### src/hw/ulpx_defs.svh
// offsets, field positions, codes and timing counts of the low-power exit block
`ifndef ULPX_DEFS_SVH
`define ULPX_DEFS_SVH

// =====================================
// register offsets
`define ULPX_OFF_DEV_CTRL     8'h00
`define ULPX_OFF_DEV_STATUS   8'h04
`define ULPX_OFF_PIPE_CTRL    8'h08
`define ULPX_OFF_USB2_CFG     8'h0c
`define ULPX_OFF_PHY_PWR      8'h10
`define ULPX_OFF_PORT2_SC     8'h14

// =====================================
// field positions
`define ULPX_CHG_REQ_MSB      8
`define ULPX_CHG_REQ_LSB      5
`define ULPX_REPORT_MSB       21
`define ULPX_REPORT_LSB       18
`define ULPX_PIPE_SUSP_BIT    17
`define ULPX_USB2_SUSP_BIT    6
`define ULPX_PWR_CMD_MSB      21
`define ULPX_PWR_CMD_LSB      14
`define ULPX_PORT_LS_MSB      8
`define ULPX_PORT_LS_LSB      5

// =====================================
// codes
`define ULPX_REQ_RECOVERY     4'h8
`define ULPX_LS_U0            4'h0
`define ULPX_LS_U3            4'h3
`define ULPX_LS_DISABLED      4'h4
`define ULPX_LS_RXDETECT      4'h5
`define ULPX_LS_POLLING       4'h7
`define ULPX_LS_RECOVERY      4'h8
`define ULPX_LS_RESUME        4'hf
`define ULPX_PWR_CMD_FIX1     8'h43
`define ULPX_PWR_CMD_FIX2     8'h03
`define ULPX_PWR_CMD_RESET    8'h03

// =====================================
// timing
`define ULPX_CLK_NS           50
`define ULPX_TRAIN_NS         1000
`define ULPX_RESUME_NS        2000
`define ULPX_RECOVERY_NS      500
`define ULPX_TRAIN_CYC        ((`ULPX_TRAIN_NS + `ULPX_CLK_NS - 1) / `ULPX_CLK_NS)
`define ULPX_RESUME_CYC       ((`ULPX_RESUME_NS + `ULPX_CLK_NS - 1) / `ULPX_CLK_NS)
`define ULPX_RECOVERY_CYC     ((`ULPX_RECOVERY_NS + `ULPX_CLK_NS - 1) / `ULPX_CLK_NS)

`endif

### src/hw/ulpx_pkg.sv
// types of the low-power exit block
package ulpx_pkg;

   // =====================================
   // link states
   typedef enum logic [2:0] {
      ULPX_DISCONNECTED,
      ULPX_TRAINING,
      ULPX_U0,
      ULPX_U3,
      ULPX_RESUME,
      ULPX_RECOVERY,
      ULPX_USB2
   } ulpx_state_e;

   // =====================================
   // register port request
   typedef struct packed {
      logic [7:0]  addr;
      logic [31:0] wdata;
      logic        wr;
      logic        rd;
   } ulpx_bus_s;

   // =====================================
   // link status toward the system
   typedef struct packed {
      logic       ss_link_up;
      logic       usb2_fallback;
      logic [3:0] link_state;
   } ulpx_link_s;

endpackage : ulpx_pkg

### src/hw/ulpx_exit_fixup.sv
// superspeed link low-power exit behaviour with phy suspend fallback
//
// Decided for this implementation: the register addresses and the address-and-strobe port.
`timescale 1ns/1ps
`include "ulpx_defs.svh"

module ulpx_exit_fixup (
   input  wire logic               clk,
   input  wire logic               rst_n,
   input  wire ulpx_pkg::ulpx_bus_s bus,
   output logic [31:0]             rdata,
   input  wire logic               attach,
   input  wire logic               host_u3_req,
   input  wire logic               host_u0_req,
   output ulpx_pkg::ulpx_link_s    link
);

   localparam logic [7:0] TRAIN_CYC    = 8'(`ULPX_TRAIN_CYC);
   localparam logic [7:0] RESUME_CYC   = 8'(`ULPX_RESUME_CYC);
   localparam logic [7:0] RECOVERY_CYC = 8'(`ULPX_RECOVERY_CYC);

   // =====================================
   // registers
   ulpx_pkg::ulpx_state_e state_reg;
   ulpx_pkg::ulpx_state_e state_next;
   logic [7:0]            cnt_reg;
   logic [7:0]            cnt_next;
   logic [3:0]            chg_req_reg;
   logic                  pipe_susp_reg;
   logic                  usb2_susp_reg;
   logic [7:0]            pwr_cmd_reg;
   logic [3:0]            report_reg;
   logic                  fix_half_reg;
   logic                  fix_done_reg;
   logic [31:0]           rdata_reg;

   // =====================================
   // decode
   wire wr_ctrl  = bus.wr && (bus.addr == `ULPX_OFF_DEV_CTRL);
   wire wr_pipe  = bus.wr && (bus.addr == `ULPX_OFF_PIPE_CTRL);
   wire wr_usb2  = bus.wr && (bus.addr == `ULPX_OFF_USB2_CFG);
   wire wr_pwr   = bus.wr && (bus.addr == `ULPX_OFF_PHY_PWR);
   wire [3:0] wr_req = bus.wdata[`ULPX_CHG_REQ_MSB:`ULPX_CHG_REQ_LSB];
   wire [7:0] wr_cmd = bus.wdata[`ULPX_PWR_CMD_MSB:`ULPX_PWR_CMD_LSB];
   wire susp_both   = pipe_susp_reg && usb2_susp_reg;
   wire exit_req    = (wr_ctrl && wr_req == `ULPX_REQ_RECOVERY) || host_u0_req;
   wire in_resume   = (state_reg == ulpx_pkg::ULPX_RESUME);
   wire cnt_done    = (cnt_reg == 8'h00);

   function automatic logic [3:0] ls_code(input ulpx_pkg::ulpx_state_e s);
      unique case (s)
         ulpx_pkg::ULPX_DISCONNECTED: ls_code = `ULPX_LS_RXDETECT;
         ulpx_pkg::ULPX_TRAINING:     ls_code = `ULPX_LS_POLLING;
         ulpx_pkg::ULPX_U0:           ls_code = `ULPX_LS_U0;
         ulpx_pkg::ULPX_U3:           ls_code = `ULPX_LS_U3;
         ulpx_pkg::ULPX_RESUME:       ls_code = `ULPX_LS_RESUME;
         ulpx_pkg::ULPX_RECOVERY:     ls_code = `ULPX_LS_RECOVERY;
         ulpx_pkg::ULPX_USB2:         ls_code = `ULPX_LS_DISABLED;
      endcase
   endfunction : ls_code

   // =====================================
   // link state machine
   always_comb begin
      state_next = state_reg;
      cnt_next   = cnt_done ? 8'h00 : cnt_reg - 8'h01;
      unique case (state_reg)
         ulpx_pkg::ULPX_DISCONNECTED: begin
            if (attach) begin
               state_next = ulpx_pkg::ULPX_TRAINING;
               cnt_next   = TRAIN_CYC;
            end
         end
         ulpx_pkg::ULPX_TRAINING: begin
            // suspended phy starves training until it times out
            if (cnt_done)
               state_next = susp_both ? ulpx_pkg::ULPX_USB2 : ulpx_pkg::ULPX_U0;
         end
         ulpx_pkg::ULPX_U0: begin
            if (host_u3_req)
               state_next = ulpx_pkg::ULPX_U3;
         end
         ulpx_pkg::ULPX_U3: begin
            if (exit_req) begin
               state_next = ulpx_pkg::ULPX_RESUME;
               cnt_next   = RESUME_CYC;
            end
         end
         ulpx_pkg::ULPX_RESUME: begin
            if (cnt_done) begin
               state_next = ulpx_pkg::ULPX_RECOVERY;
               cnt_next   = RECOVERY_CYC;
            end
         end
         ulpx_pkg::ULPX_RECOVERY: begin
            // with both phy suspends set and no power command pair the link falls back to USB2
            if (susp_both && !fix_done_reg)
               state_next = ulpx_pkg::ULPX_USB2;
            else if (cnt_done)
               state_next = ulpx_pkg::ULPX_U0;
         end
         ulpx_pkg::ULPX_USB2: begin
            state_next = ulpx_pkg::ULPX_USB2;
         end
      endcase
      if (!attach)
         state_next = ulpx_pkg::ULPX_DISCONNECTED;
   end

   always_ff @(posedge clk or negedge rst_n) begin
      if (!rst_n) begin
         state_reg  <= ulpx_pkg::ULPX_DISCONNECTED;
         cnt_reg    <= 8'h00;
         report_reg <= `ULPX_LS_RXDETECT;
      end else begin
         state_reg  <= state_next;
         cnt_reg    <= cnt_next;
         report_reg <= ls_code(state_next);
      end
   end

   // =====================================
   // fix-up tracking, cleared at each U3 entry
   wire fix_clr  = (state_next == ulpx_pkg::ULPX_U3) && (state_reg != ulpx_pkg::ULPX_U3);
   wire fix1_set = wr_pwr && in_resume && (wr_cmd == `ULPX_PWR_CMD_FIX1);
   wire fix2_set = wr_pwr && in_resume && fix_half_reg && (wr_cmd == `ULPX_PWR_CMD_FIX2);

   always_ff @(posedge clk or negedge rst_n) begin
      if (!rst_n) begin
         fix_half_reg <= 1'b0;
         fix_done_reg <= 1'b0;
      end else begin
         fix_half_reg <= fix1_set | (fix_half_reg & ~fix_clr);
         fix_done_reg <= fix2_set | (fix_done_reg & ~fix_clr);
      end
   end

   // =====================================
   // software registers
   always_ff @(posedge clk or negedge rst_n) begin
      if (!rst_n) begin
         chg_req_reg   <= 4'h0;
         pipe_susp_reg <= 1'b0;
         usb2_susp_reg <= 1'b0;
         pwr_cmd_reg   <= `ULPX_PWR_CMD_RESET;
      end else begin
         if (wr_ctrl) chg_req_reg <= wr_req;
         if (wr_pipe) pipe_susp_reg <= bus.wdata[`ULPX_PIPE_SUSP_BIT];
         if (wr_usb2) usb2_susp_reg <= bus.wdata[`ULPX_USB2_SUSP_BIT];
         if (wr_pwr) pwr_cmd_reg <= wr_cmd;
      end
   end

   // =====================================
   // read port, data one cycle after the strobe
   logic [31:0] rd_mux;
   always_comb begin
      rd_mux = 32'h0000_0000;
      unique case (bus.addr)
         `ULPX_OFF_DEV_CTRL:   rd_mux[`ULPX_CHG_REQ_MSB:`ULPX_CHG_REQ_LSB] = chg_req_reg;
         `ULPX_OFF_DEV_STATUS: rd_mux[`ULPX_REPORT_MSB:`ULPX_REPORT_LSB] = report_reg;
         `ULPX_OFF_PIPE_CTRL:  rd_mux[`ULPX_PIPE_SUSP_BIT] = pipe_susp_reg;
         `ULPX_OFF_USB2_CFG:   rd_mux[`ULPX_USB2_SUSP_BIT] = usb2_susp_reg;
         `ULPX_OFF_PHY_PWR:    rd_mux[`ULPX_PWR_CMD_MSB:`ULPX_PWR_CMD_LSB] = pwr_cmd_reg;
         `ULPX_OFF_PORT2_SC:   rd_mux[`ULPX_PORT_LS_MSB:`ULPX_PORT_LS_LSB] = report_reg;
         default:              rd_mux = 32'h0000_0000;
      endcase
   end

   always_ff @(posedge clk or negedge rst_n) begin
      if (!rst_n)
         rdata_reg <= 32'h0000_0000;
      else
         rdata_reg <= bus.rd ? rd_mux : 32'h0000_0000;
   end

   assign rdata              = rdata_reg;
   wire ss_up_w    = (state_reg == ulpx_pkg::ULPX_U0);
   wire fallback_w = (state_reg == ulpx_pkg::ULPX_USB2);
   assign link     = '{ss_link_up: ss_up_w, usb2_fallback: fallback_w, link_state: report_reg};

   // =====================================
   // checks
   a_leave_u3_request: assert property (@(posedge clk) disable iff (!rst_n)
      (state_reg == ulpx_pkg::ULPX_U3) && attach && wr_ctrl && (wr_req == `ULPX_REQ_RECOVERY)
      |=> in_resume && (cnt_reg == RESUME_CYC))
      else $error("recovery request did not leave U3");

   a_resume_report: assert property (@(posedge clk) disable iff (!rst_n)
      $rose(in_resume) |-> (link.link_state == 4'hf) [*3])
      else $error("reset/resume code not reported on Deep_sleep_exit_point");

   a_attach_fallback: assert property (@(posedge clk) disable iff (!rst_n)
      (state_reg == ulpx_pkg::ULPX_TRAINING) && cnt_done && susp_both && attach
      |=> link.usb2_fallback && !link.ss_link_up)
      else $error("suspended attach did not fall back to usb2");

   a_attach_ss_up: assert property (@(posedge clk) disable iff (!rst_n)
      (state_reg == ulpx_pkg::ULPX_TRAINING) && cnt_done && !susp_both && attach |=> link.ss_link_up)
      else $error("training without suspend did not reach U0");

   a_exit_no_fix: assert property (@(posedge clk) disable iff (!rst_n)
      $rose(state_reg == ulpx_pkg::ULPX_RECOVERY) && susp_both && !fix_done_reg && attach
      |=> link.usb2_fallback)
      else $error("unfixed Deep_sleep_exit_point kept the superspeed link");

   a_exit_fixed: assert property (@(posedge clk) disable iff (!rst_n)
      $rose(state_reg == ulpx_pkg::ULPX_RECOVERY) && fix_done_reg
      |-> ##[1:12] (link.ss_link_up || !attach))
      else $error("fixed Deep_sleep_exit_point did not return to U0");

   a_fix_rearm: assert property (@(posedge clk) disable iff (!rst_n)
      $rose(state_reg == ulpx_pkg::ULPX_U3) |-> !fix_done_reg && !fix_half_reg)
      else $error("fix-up tracking not cleared at U3 entry");

   c_ss_up:       cover property (@(posedge clk) disable iff (!rst_n) $rose(link.ss_link_up));
   c_fix_resumed: cover property (@(posedge clk) disable iff (!rst_n)
      fix_done_reg && $rose(state_reg == ulpx_pkg::ULPX_RECOVERY));
   c_fallback:    cover property (@(posedge clk) disable iff (!rst_n) $rose(link.usb2_fallback));

endmodule : ulpx_exit_fixup

### config.mk
export PLATFORM = sky130hd
export DESIGN_NAME = ulpx_exit_fixup
export DESIGN_NICKNAME = d
export VERILOG_FILES = /design/src/hw/ulpx_pkg.sv /design/src/hw/ulpx_exit_fixup.sv
export VERILOG_INCLUDE_DIRS = /design/src /design/src/hw
export SDC_FILE = /design/constraint.sdc
export NUM_CORES = 1
export LEC_CHECK = 0
export ABC_AREA = 1
export BUFFER_PORTS_ARGS = -buffer_cell sky130_fd_sc_hd__buf_2
export CORE_MARGIN = 4
export CORE_UTILIZATION = 45
export DETAILED_ROUTE_END_ITERATION = 12
export PLACE_DENSITY_LB_ADDON = 0.1
export SLEW_MARGIN = 25
export SYNTH_ARGS = -nofsm -noshare
export SYNTH_HDL_FRONTEND = slang
export SYNTH_SLANG_ARGS = --single-unit
### constraint.sdc
create_clock -name clk -period 1.85 [get_ports clk]
set_clock_uncertainty 0.1 [all_clocks]
set_input_delay 0.0925 -clock clk [delete_from_list [all_inputs] [get_ports clk]]
set_output_delay 0.0925 -clock clk [all_outputs]
set_load 0.05 [all_outputs]
==> summary.md <==
| Metric | Value |
|---|---|
| Worst-path clk slew | `0.09 ns` |
| Hold slack | `0.0133 ns` |
| Slew Viols, Final | `0` |
| Leak | `1.63 nW` |
| R2R setup slack | `0.1 ns` |
| Post-synth EDFFs | `0` |
| PwrDens | `846 nW/um^2` |
| Number of synthesized register bits | `43` |
| Post-Syn Instances | `286` |
| Gr usage total | `16.5%` |
| Remaining antenna violation count | `0` |
| Synth top area share | `40.5%` |
| IO buf count | `44` |
| Endpoints failing setup | `0` |
| Die footprint | `6600 sq um` |
| Worst-case clock buffer depth | `2` |
| Outcome | `complete, no violations` |
| Final Cycle Share | `between 90% and 100%` |
| Worst EP arrival | `1.85 ns` |
| Core Rows | `26` |
| WL/cell | `11.6 microns` |
| Max reg flops | `12` |
| Via density | `roughly 4.5` |
| Layout Utilization | `58.2%` |
| Synth top area cells | `dfrtp_1, nand2_1, buf_4, inv_1, dfstp_2` |
| IO Pins | `85` |
| CTS tree | `yes` |
| Worst skew pair latency | `0.29 ns` |
| DR iter-0 viols | `87` |
| Synth cell types | `35` |
| Nets@finish | `404` |
| Syn avg cell area | `8.43 sq um` |
| Hold Path End | `usb2_susp_reg$_DFFE_PN0P_` |
| Worst-case reg-to-reg path depth | `12` |
| Worst hold start | `bus[1]` |
| Die X | `81.2 microns` |
| Most frequent cell after synthesis | `nand2_1` |
| Final min period | `1.75 ns` |
| Crit path launch type | `register` |
| WP data required | `1.95 ns` |
| Commonest cells post-synth | `nand2_1, dfrtp_1, inv_1` |
| Reg-to-Reg End | `report_reg[1]$_DFF_PN0_` |
| Max Cap Viol | `0` |
| Htree depth | `2` |
| Class of the worst hold path | `input pin to register` |
| Crit path capture type | `register` |
| Initial antenna violation count | `0` |
| Num CTS Buffers | `5` |
| Residual DRC | `0` |
| Synth async-reset ratio | `100%` |
| Largest net degree at the start of global routing | `26` |
| WL final | `a little under 5 mm` |
| Layout cells sized above 1 | `31.4%` |
| Vias | `1928` |
| Cell type with the largest total area after synthesis | `dfrtp_1` |
| Peak VDD IR | `0.431 mV` |
| Top_reg_cell synth | `dfrtp_1` |
| Die Y | `just over 80 microns` |
| Tot Pwr | `2.53 mW` |
| # diodes | `0` |
| Core Box Area | `5140 sq um` |
| Synthesized area | `2410 sq um` |
| Grt total ovfl | `0` |
| Count of yosys warnings during synthesis | `0` |
| Final hold vios | `0` |
| Global-route wire length before repair | `about 8.4 mm` |
| Hold Crit Depth | `2` |
| Placer Congestion | `around 0.83` |
| # clock sinks | `43` |
| CTS Root Buffer Type | `clkbuf_8` |
| Peak Freq | `0.571 GHz` |
| DP HPWL | `just under 4 mm` |
| Vias in the first global route | `1886` |
| CP Class | `register to register` |
| Sequential share of the synthesized area | `44.8%` |
| Effective utilization at floorplan | `46.9%` |
| Area delta synth->final | `24.1%` |
| Crit path max fanout | `6` |
| Worst flop-to-flop path startpoint | `cnt_reg[0]$_DFF_PN0_` |
| Pre-antenna DRT Iters | `4` |
## worst max-delay path, stage by stage (launching register included)
cell and delay (ns):
dfrtp_1 0.40, inv_1 0.12, ha_4 0.17, nand3_4 0.10
nor2_8 0.13, nand2_1 0.07, nand2_1 0.08, nor2_2 0.05
buf_4 0.14, a21oi_4 0.14, nand2_4 0.07, nand2_1 0.06
inv_1 0.03
## layout by cell type (no fill, tap or decap), types with 6 or more instances in the layout
master / Yosys / routed
inv_2: 8 / 8
buf_4: 22 / 10
o21ai_0: 12 / 12
nand2_2: 9 / 10
dfrtp_1: 39 / 39
nor2_2: 10 / 10
dlygate4sd3_1: 0 / 13
nor2_1: 24 / 24
conb_1: 1 / 20
clkbuf_8: 0 / 6
nand3_1: 20 / 20
inv_1: 38 / 38
a21oi_1: 10 / 10
nand2_1: 45 / 44
buf_2: 0 / 44
## cell families (layout without fill, tap and decap cells)
kind of cell / count (synthesis) / in the layout / synth area share (%)
AND/OR/NAND/NOR: 132 / 132 / 29.7
buffers and inverters: 70 / 122 / 14.3
flip-flops: 43 / 43 / 44.8
AO/OA/AOI/OAI: 32 / 32 / 7.57
multiplexers: 4 / 4 / 1.87
XOR/XNOR: 3 / 3 / 1.09
adder cells (fa/ha/maj): 1 / 1 / 0.519
other: 1 / 20 / 0.155
## worst max path at each step
stage               depth (start not counted)  slack (ns)                  from                 endpoint
detailed placement                          9        0.06  cnt_reg[0]$_DFF_PN0_  report_reg[2]$_DFF_PN1_
finish                                     12         0.1  cnt_reg[0]$_DFF_PN0_  report_reg[1]$_DFF_PN0_
global route                               12      -0.007  cnt_reg[0]$_DFF_PN0_  report_reg[0]$_DFF_PN1_
global placement                           13        0.08  cnt_reg[0]$_DFF_PN0_  report_reg[1]$_DFF_PN0_
CTS                                         9        0.05  cnt_reg[0]$_DFF_PN0_  report_reg[2]$_DFF_PN1_
floorplan                                  13        0.14  cnt_reg[0]$_DFF_PN0_  report_reg[1]$_DFF_PN0_
## timing repair
item	in CTS	in global routing
endpoints found under the setup margin	0	5
resized for setup	0	5
hold buffers	13	0
hold endpoints to repair	33	0
setup buffers	0	2
## routing by layer
metal | wire, microns | global-route usage [%] | vias to the layer above
met5 | 0 | 0 | -
met4 | 39 | 4.56 | 0
met3 | 327 | 3.55 | 4
met2 | 2320 | 26.9 | 51
met1 | 2250 | 22.1 | 876
li1 | - | - | 997
## power by group
group	switching, mW	leakage, nW	internal (mW)
registers	0.0622	0.564	1.03
logic	0.418	1.00	0.246
clock network	0.337	0.0618	0.444
total	0.817	1.63	1.72
## per-stage QoR
| stage | cell area [sq um] | worst slack [ns] | setup TNS, ns | cells |
|---|---|---|---|---|
| after floorplan | 2480 | 0.138 | 0 | 305 |
| after global placement | 2700 | 0.0769 | 0 | 404 |
| after detailed placement | 2700 | 0.0569 | 0 | 404 |
| after CTS | 2950 | 0.0538 | 0 | 425 |
| after global routing | 2990 | -0.00692 | -0.0136 | 427 |
| final | 2990 | 0.0983 | 0 | 427 |
## cell type report
class / instances / area (sq um)
Fill cell: 491 / 2150
Multi-Input combinational cell: 192 / 1080
Sequential cell: 43 / 1080
Timing Repair Buffer: 68 / 445
Inverter: 46 / 173
Tap cell: 70 / 87.6
Clock buffer: 6 / 82.6
Clock inverter: 2 / 38.8
(Power assumes the default switching activity.)
